$ cat src/common/ssfl_pkg.sv
package ssfl_pkg;
  localparam int NUM_CH = 4; // sequenced supplies
  localparam int CNT_W = 24; // width of delay and timeout counters
  // clock rate, step delay time and power-good timeout
  localparam int CLK_MHZ = 25;
  localparam int STEP_DELAY_US = 1000;
  localparam int STEP_DELAY_CYC = STEP_DELAY_US * CLK_MHZ;
  localparam int PGT_US = 10000;
  localparam int PGT_CYC = PGT_US * CLK_MHZ;
  localparam logic [CNT_W-1:0] MIN_DELAY = 24'h00_0001; // minimum step delay
  localparam logic [CNT_W-1:0] CNT_ZERO = 24'h00_0000;
  localparam logic [1:0] CH_FIRST = 2'h0;
  localparam logic [1:0] CH_LAST = 2'h3;
  localparam logic [NUM_CH-1:0] ALL_OFF = 4'h0;
  localparam logic [NUM_CH-1:0] ALL_ON = 4'hf;

  // sequencer states, one-hot
  typedef enum logic [6:0] {
    SS_IDLE = 7'h01,
    SS_UP_DLY = 7'h02,
    SS_UP_WAIT = 7'h04,
    SS_ON = 7'h08,
    SS_DN_DLY = 7'h10,
    SS_DN_WAIT = 7'h20,
    SS_FAULT = 7'h40
  } ssfl_state_type;

  // fault class flags
  typedef struct packed {
    logic seq_err;
    logic cmd_err;
    logic timeout;
    logic ext;
  } ssfl_fault_type;

  // synchronised pin inputs
  typedef struct packed {
    logic on_cmd;
    logic fault_low;
    logic prev_done;
    logic [NUM_CH-1:0] supply_sense;
  } ssfl_pins_type;
endpackage

$ cat src/logic/ssfl_sync.sv
`timescale 1ns/10ps
// three-stage synchroniser; output changes once stages two and three agree
module ssfl_sync (
  input wire logic clk,
  input wire logic rst_n,
  input wire logic din,
  output logic dout
);
  // all state of the synchroniser
  typedef struct packed {
    logic s1;
    logic s2;
    logic s3;
    logic q;
  } ssfl_sync_type;
  ssfl_sync_type st_r;
  ssfl_sync_type st_nxt;

  // shift and agree
  always_comb begin
    st_nxt = st_r;
    st_nxt.s1 = din;
    st_nxt.s2 = st_r.s1;
    st_nxt.s3 = st_r.s2;
    if (st_r.s2 == st_r.s3) begin
      st_nxt.q = st_r.s3;
    end
  end

  // register the state
  always_ff @(posedge clk or negedge rst_n) begin
    if (!rst_n) begin
      st_r <= '0;
    end else begin
      st_r <= st_nxt;
    end
  end

  assign dout = st_r.q;
endmodule

$ cat src/logic/ssfl_top.sv
`timescale 1ns/10ps
// Notes on behaviour
// RULE_01: power-up waits step delay after sense up
// RULE_02: power-down waits step delay after sense down
// RULE_03: zero step delay uses minimum delay
// RULE_04: timeout counter starts at each enable
// RULE_05: timeout counter resets when sense rises
// RULE_06: timeout checked only during power-up
// RULE_07: zero timeout disables power-good checking
// RULE_08: integrator keeps timeout 1 to 100 delays
// RULE_09: cascade strap marks non-first devices
// RULE_10: shared wired-AND fault line, one pull-up
// RULE_11: done to next on link only
// RULE_12: unused channels loop enable to sense
// RULE_13: detect sequence, command, timeout, external faults
// RULE_14: any fault drops all enables at once
// RULE_15: internal fault drives fault line low
// RULE_16: fault held until inputs low, line free
// RULE_17: sense means on in up, off down
// RULE_18: power-down in reverse order, no timeout
// RULE_19: done asserted after up, released after down
// RULE_20: on rising starts up, falling starts down
// RULE_21: external fault: drop enables, hold line low
// RULE_22: counters loaded from parameters, zero special
module ssfl_top
  import ssfl_pkg::*;
#(
  parameter logic [CNT_W-1:0] STEP_DELAY = CNT_W'(STEP_DELAY_CYC), // zero = minimum
  parameter logic [CNT_W-1:0] PG_TIMEOUT = CNT_W'(PGT_CYC) // zero = disabled
) (
  clk,
  rstn,
  on_cmd,
  supply_sense,
  fault_in,
  hysteresis_cascade_strap,
  supply_enable,
  fault_out,
  fault_oe,
  done_n_out,
  done_n_oe,
  fault_internal,
  fault_class
);
  import ssfl_pkg::*;
  input wire logic clk; // 25 MHz
  input wire logic rstn; // async reset, active low
  input wire logic on_cmd; // comparator: on command above threshold
  input wire logic [NUM_CH-1:0] supply_sense; // comparators: supply above threshold
  input wire logic fault_in; // level of the shared fault line
  input wire logic hysteresis_cascade_strap; // high: not first in cascade
  output logic [NUM_CH-1:0] supply_enable; // supply enables
  output logic fault_out; // always low when driven (open drain)
  output logic fault_oe; // pulls fault line low
  output logic done_n_out; // always low when driven (open drain)
  output logic done_n_oe; // pulls done low
  output logic fault_internal; // fault detected here, not commanded
  output ssfl_fault_type fault_class; // latched fault class

  // reset release through two flops
  logic [1:0] rst_sync_r;
  logic rst_n;
  always_ff @(posedge clk or negedge rstn) begin
    if (!rstn) begin
      rst_sync_r <= 2'b00;
    end else begin
      rst_sync_r <= {rst_sync_r[0], 1'b1};
    end
  end
  assign rst_n = rst_sync_r[1];

  // synchronise every pin input
  ssfl_pins_type pins;
  logic [NUM_CH+2:0] raw_in;
  logic [NUM_CH+2:0] syn_in;
  assign raw_in = {on_cmd, ~fault_in, hysteresis_cascade_strap, supply_sense};
  genvar gi;
  generate
    for (gi = 0; gi < NUM_CH + 3; gi++) begin : g_sync
      ssfl_sync u_sync (
        .clk(clk),
        .rst_n(rst_n),
        .din(raw_in[gi]),
        .dout(syn_in[gi])
      );
    end
  endgenerate
  assign pins = syn_in;

  // all state of the sequencer
  typedef struct packed {
    ssfl_state_type state;
    logic [1:0] ch; // channel being stepped
    logic [CNT_W-1:0] dly_cnt; // step delay counter
    logic [CNT_W-1:0] pg_cnt; // power-good counter
    logic [NUM_CH-1:0] en;
    logic drive_fault;
    logic done;
    logic internal;
    ssfl_fault_type cls;
    logic not_first; // strap caught after reset
    logic strap_done;
  } ssfl_core_type;
  ssfl_core_type st_r;
  ssfl_core_type st_nxt;

  logic [CNT_W-1:0] dly_load;
  logic pg_on;
  logic ext_fault;
  logic all_low;
  assign dly_load = (STEP_DELAY == CNT_ZERO) ? MIN_DELAY : STEP_DELAY; // RULE_03 RULE_22
  assign pg_on = (PG_TIMEOUT != CNT_ZERO); // RULE_07 RULE_22
  // external fault: line low while we do not drive it
  assign ext_fault = pins.fault_low && !st_r.drive_fault; // RULE_21
  assign all_low = (pins.supply_sense == ALL_OFF) && !pins.on_cmd;

  // next-state logic
  always_comb begin
    st_nxt = st_r;
    // strap is static; follow it while idle so the synchroniser has settled
    if (st_r.state == SS_IDLE) begin
      st_nxt.not_first = pins.prev_done; // RULE_09
      st_nxt.strap_done = 1'b1;
    end
    case (st_r.state)
      SS_IDLE: begin
        if (pins.on_cmd) begin // RULE_20
          st_nxt.state = SS_UP_DLY;
          st_nxt.ch = CH_FIRST;
          st_nxt.dly_cnt = dly_load;
        end
      end
      SS_UP_DLY: begin
        if (!pins.on_cmd) begin
          st_nxt.cls.cmd_err = 1'b1; // RULE_13
        end else if (st_r.dly_cnt > MIN_DELAY) begin
          st_nxt.dly_cnt = st_r.dly_cnt - MIN_DELAY; // RULE_01
        end else begin
          st_nxt.en[st_r.ch] = 1'b1;
          st_nxt.pg_cnt = PG_TIMEOUT; // RULE_04
          st_nxt.state = SS_UP_WAIT;
        end
      end
      SS_UP_WAIT: begin
        if (!pins.on_cmd) begin
          st_nxt.cls.cmd_err = 1'b1;
        end else if (pins.supply_sense[st_r.ch]) begin // RULE_17
          st_nxt.pg_cnt = PG_TIMEOUT; // RULE_05
          st_nxt.dly_cnt = dly_load;
          if (st_r.ch == CH_LAST) begin
            st_nxt.state = SS_ON;
            st_nxt.done = 1'b1; // RULE_19
          end else begin
            st_nxt.ch = st_r.ch + 2'h1;
            st_nxt.state = SS_UP_DLY;
          end
        end else if (pg_on) begin // RULE_06
          if (st_r.pg_cnt > MIN_DELAY) begin
            st_nxt.pg_cnt = st_r.pg_cnt - MIN_DELAY;
          end else begin
            st_nxt.cls.timeout = 1'b1; // RULE_13
          end
        end
      end
      SS_ON: begin
        if (!pins.on_cmd) begin // RULE_20
          st_nxt.state = SS_DN_DLY;
          st_nxt.ch = CH_LAST; // RULE_18
          st_nxt.dly_cnt = dly_load;
        end
      end
      SS_DN_DLY: begin
        if (pins.on_cmd) begin
          st_nxt.cls.cmd_err = 1'b1;
        end else if (st_r.dly_cnt > MIN_DELAY) begin
          st_nxt.dly_cnt = st_r.dly_cnt - MIN_DELAY; // RULE_02
        end else begin
          st_nxt.en[st_r.ch] = 1'b0; // RULE_18
          st_nxt.state = SS_DN_WAIT;
        end
      end
      SS_DN_WAIT: begin
        if (pins.on_cmd) begin
          st_nxt.cls.cmd_err = 1'b1;
        end else if (!pins.supply_sense[st_r.ch]) begin // RULE_17
          st_nxt.dly_cnt = dly_load;
          if (st_r.ch == CH_FIRST) begin
            st_nxt.state = SS_IDLE;
            st_nxt.done = 1'b0; // RULE_19
          end else begin
            st_nxt.ch = st_r.ch - 2'h1;
            st_nxt.state = SS_DN_DLY;
          end
        end
      end
      SS_FAULT: begin
        // hold the line while the command or any sense is up
        if (!all_low) begin
          st_nxt.drive_fault = 1'b1; // RULE_21
        end else if (st_r.drive_fault) begin
          st_nxt.drive_fault = 1'b0; // release, then watch the line
        end else if (!pins.fault_low) begin // RULE_16
          // own release has passed the synchroniser and nobody else pulls
          st_nxt.state = SS_IDLE;
          st_nxt.cls = '0;
          st_nxt.internal = 1'b0;
          st_nxt.done = 1'b0;
        end
      end
      default: begin
        st_nxt.state = SS_FAULT;
      end
    endcase
    // sequence errors: any supply down in SS_ON, or the previous channel dropped during power-up
    if ((st_r.state == SS_ON && pins.supply_sense != ALL_ON) ||
        ((st_r.state == SS_UP_DLY || st_r.state == SS_UP_WAIT) &&
         st_r.ch != CH_FIRST && !pins.supply_sense[st_r.ch - 2'h1])) begin
      st_nxt.cls.seq_err = 1'b1; // RULE_13
    end
    if (st_r.state != SS_FAULT && ext_fault) begin
      st_nxt.cls.ext = 1'b1; // RULE_13
    end
    if (st_r.state != SS_FAULT && st_nxt.cls != '0) begin
      st_nxt.state = SS_FAULT;
      st_nxt.en = ALL_OFF; // RULE_14
      st_nxt.drive_fault = 1'b1; // RULE_15 RULE_21
      st_nxt.internal = !st_nxt.cls.ext;
    end
  end

  // register the state
  always_ff @(posedge clk or negedge rst_n) begin
    if (!rst_n) begin
      st_r <= '{state: SS_IDLE, ch: CH_FIRST, dly_cnt: CNT_ZERO, pg_cnt: CNT_ZERO,
                en: ALL_OFF, drive_fault: 1'b0, done: 1'b0, internal: 1'b0,
                cls: '0, not_first: 1'b0, strap_done: 1'b0};
    end else begin
      st_r <= st_nxt;
    end
  end

  // outputs straight from flops or tied low
  assign supply_enable = st_r.en;
  assign fault_out = 1'b0;
  assign fault_oe = st_r.drive_fault;
  assign done_n_out = 1'b0;
  assign done_n_oe = st_r.done; // RULE_11
  assign fault_internal = st_r.internal;
  assign fault_class = st_r.cls;
endmodule

$ cat config.mk
export PLATFORM = sky130hd
export DESIGN_NAME = ssfl_top
export DESIGN_NICKNAME = d
export VERILOG_FILES = /design/src/common/ssfl_pkg.sv /design/src/logic/ssfl_sync.sv /design/src/logic/ssfl_top.sv
export SDC_FILE = /design/constraint.sdc
export NUM_CORES = 1
export LEC_CHECK = 0
export BUFFER_PORTS_ARGS = -buffer_cell sky130_fd_sc_hd__buf_2
export CAP_MARGIN = 5
export CELL_PAD_IN_SITES_DETAIL_PLACEMENT = 1
export CELL_PAD_IN_SITES_GLOBAL_PLACEMENT = 1
export CORE_UTILIZATION = 48
export CTS_CLUSTER_DIAMETER = 150
export DETAILED_ROUTE_END_ITERATION = 16
export GPL_TIMING_DRIVEN = 0
export PLACE_DENSITY_LB_ADDON = 0.1
export SLEW_MARGIN = 20
export SYNTH_ARGS = -nofsm -noshare
export SYNTH_HDL_FRONTEND = slang
export SYNTH_SLANG_ARGS = --single-unit
export TNS_END_PERCENT = 30
$ cat constraint.sdc
create_clock -name clk -period 3.1 [get_ports clk]
set_input_delay 0.31 -clock clk [delete_from_list [all_inputs] [get_ports clk]]
set_output_delay 0.31 -clock clk [all_outputs]
set_load 0.005 [all_outputs]
==> out/results.txt <==
Outcome: completed
Max_cap viols: 0
Predominant post-synthesis flop cell: dfrtp_1
Root Driver: clkbuf_8
Number of global-route vias before repair: 4004
Post-synthesis register bit count: 94
CTS tree: yes
Clock Latency Late Sink: 0.37 ns
Switch Pwr: 1.39 mW
Clock Skew: 0.0170 ns
Finished Layout Cells: 655
CP max-delay cell: dfrtp_1
Die Wd: 101 um
Fin. Hold Viols: 0
First DRT Iteration DRCs: 125
Row cnt: 35
Final setup violation count: 0
Final GP Congestion: 0.873
Crit-path cells: nor4_2 -> and3_1 -> clkbuf_1 -> mux2_2 -> and2_1 -> clkbuf_1 -> nand2_1 -> o31ai_1
Total of warnings raised by yosys: 0
Design area: 5270 um^2
Grt total ovfl: 0
Leakage power: 2.33 nW
Sequential fraction of design power: 47.0%
Placed cell area: 4990 um^2
Synth unique cells: 57
Async S/R FF share, synth: 100%
WHS: 0.0357 ns
Largest net degree at the start of global routing: 49
Fin crit share: 99.3%
Port Buf Inserts: 18
Hold endpoint: g_sync[6].u_sync.st_nxt[2]
Core Area: 9370 um^2
RSZ-0062 raised after global routing: yes
R2R cell count: 8
Footprint of the multi-input gates: 2240 um^2
CTS Buf Count: 9
Combinational power share: 30.8%
ANT cells: 0
Worst EP arrival: 3.34 ns
DP Cell Count: 633
Wire per inst: 18.3 um
Min-delay src: on_cmd
Layout Nets: 538
Worst R2R Start: st_r[66]
Die Area: 10200 um^2
Via count: 3839
Worst setup SP type: flip-flop
Worst path max stage delay: 0.48 ns
H-tree depth: 3
Relative slew slack: 39.6%
# clock sinks: 94
Commonest non-fill, non-tap cells in the layout: dfrtp_1, nor2_1, o21ai_0
Crit-path max FO: 10
First-pass iteration count of the detailed router: 4
Clock network power share: 22.2%
Syn Area/Cell: 9.73 um^2
Critical path type: reg -> reg
EDFF count, synth: 0
Final Max Slew Viols: 0
Share of cells above drive strength 1: 15.2%
Routed wire length: 12.0 mm
Post-DRT Antenna Nets: 0
Type of element capturing the critical path: flip-flop
Post-synthesis cell count: 484
Commonest non-fill, non-tap cell in the layout: dfrtp_1
Worst Path Buf+Inv: 2
Largest delay share family, worst path: simple AND/OR/NAND/NOR gates
Post-Syn Area: 4710 um^2
Worst Tran Pin Value: 0.898 ns
Int Pwr: 2.12 mW
FF+latch area: 2360 um^2
Final Util: 56.2%
WP data required: 3.36 ns
Initial Utilization: 50.3%
Register area share after synthesis: 50.0%
Vias per cell: 5.86
Hold Path Stages: 1
Switching part of the total: 39.6%
# IOs: 22
DRC viols: 0
F_max: 325 MHz
Die Span Y: 101 um
Worst-case vdd ir drop: 0.413 mV
Setup ws final: 0.0211 ns
Cell mode on critical path: clkbuf_1
Final Critical Period: 3.08 ns
First-pass GRT wire length: 19.9 mm
RR Endpoint: st_r[43]
Clock buffer depth: 2
DP HPWL: 8.27 mm
TNS Setup: 0 ns
Clock-pin slew on the worst setup and hold paths: 0.11 ns
Power per cell area: 667 nW/um^2
Setup WS pre-CTS: -0.114 ns
Stages on worst setup path: 8
Area Growth Syn to Fin: 11.8%
Setup slack, reg-to-reg: 0.02 ns
GRT Total Usage: 25.3%
Initial antenna violation count: 0
Post-layout power: 3.51 mW
Hold crit path type: in -> reg
Fillers: 1095
kinds of logic (layout without fill, tap and decap cells):
kind of cell             count (synthesis)  in the layout  synth area share, %
flip-flops                              94             94                 50.0
XOR/XNOR                                16             16                 2.98
AND/OR/NAND/NOR                        210            210                 23.4
adder cells (fa/ha/maj)                 14             14                 3.40
other                                    2              3                0.159
multiplexers                            10             10                 2.68
buffers and inverters                   33             74                 3.53
AO/OA/AOI/OAI                          105            105                 13.9
flip-flops by register name (all words and copies together) (netlist names):
signal and count:
g_sync.u_sync.dout 6, done_n_oe 1, g_sync.u_sync.st_nxt 12, fault_oe 1, rst_sync_r 2, fault_internal 1
g_sync.u_sync.st_r 6, fault_class 4, supply_enable 4, st_r 57
layout make-up:
| class | count | share of cell area (%) |
|---|---|---|
| buffer | 25 | 2.71 |
| clock buffer | 9 | 2.35 |
| clock inverter | 7 | 1.07 |
| inverter | 8 | 0.570 |
| multi-input combinational | 358 | 42.5 |
| sequential | 94 | 44.8 |
| tap | 129 | 3.06 |
| timing repair buffer | 25 | 2.99 |
routing by layer:
| metal | track usage [%] | vias up | wire, um |
|---|---|---|---|
| met2 | 41.3 | 67 | 5770 |
| met1 | 35.3 | 1942 | 5760 |
| met3 | 3.19 | 16 | 316 |
| met4 | 7.25 | 0 | 165 |
| met5 | 0 | - | 0 |
| li1 | - | 1814 | - |
how the worst max path moves through the flow:
| stage | startpoint | end | slack [ns] |
|---|---|---|---|
| finish | st_r[66] | st_r[43] | 0.02 |
| global route | st_r[66] | st_r[54] | -0.16 |
| CTS | st_r[51] | st_r[43] | 0.01 |
| detailed placement | st_r[51] | st_r[43] | -0.11 |
| global placement | rst_sync_r[1] | g_sync[6].u_sync.dout | -0.80 |
| floorplan | rst_sync_r[1] | done_n_oe | 0.29 |
worst reg2reg max path, delay by kind of cell, from the launching register on:
kind	cells	cell delay (ns)
AOI/OAI and AO/OA	1	0.30
and+or+nand+nor	4	1.07
muxes	1	0.31
DFF	1	0.48
buffers and inverters	2	0.82
cells in the mapped netlist, types with 7 or more instances:
| library cell | instances | area share (%) |
|---|---|---|
| xor2_1 | 9 | 1.7 |
| clkbuf_1 | 10 | 0.80 |
| mux2i_1 | 7 | 1.5 |
| a21oi_1 | 21 | 2.2 |
| nor4_1 | 9 | 1.2 |
| nand3_1 | 18 | 1.9 |
| o21ai_0 | 43 | 4.6 |
| inv_1 | 8 | 0.64 |
| nand4_1 | 7 | 0.93 |
| buf_4 | 10 | 1.6 |
| nor2_1 | 60 | 4.8 |
| nand2_1 | 42 | 3.3 |
| xnor2_1 | 7 | 1.3 |
| or3_1 | 11 | 1.5 |
| o31ai_1 | 7 | 1.1 |
| dfrtp_1 | 93 | 49 |
| nor3_1 | 20 | 2.1 |
| ha_1 | 8 | 2.1 |
| and3_1 | 7 | 0.93 |
power groups by stage:
stage,logic (mW),clock network [mW],registers [mW]
5_1_grt,1.22,0.837,1.68
6_report,1.08,0.780,1.65
3_3_place_gp,0.981,0,1.66
2_1_floorplan,0.774,0,1.61
4_1_cts,1.04,0.798,1.64
3_5_place_dp,1.03,0,1.67
what timing repair did:
action,4_1_cts,5_1_grt
setup buffers,0,5
gates resized for setup,1,12
endpoints found under the setup margin,9,55
pin swaps,0,2
endpoints found under the hold margin,2,0
hold buffers,1,0
No activity file was read; power rests on OpenSTA's default activity.
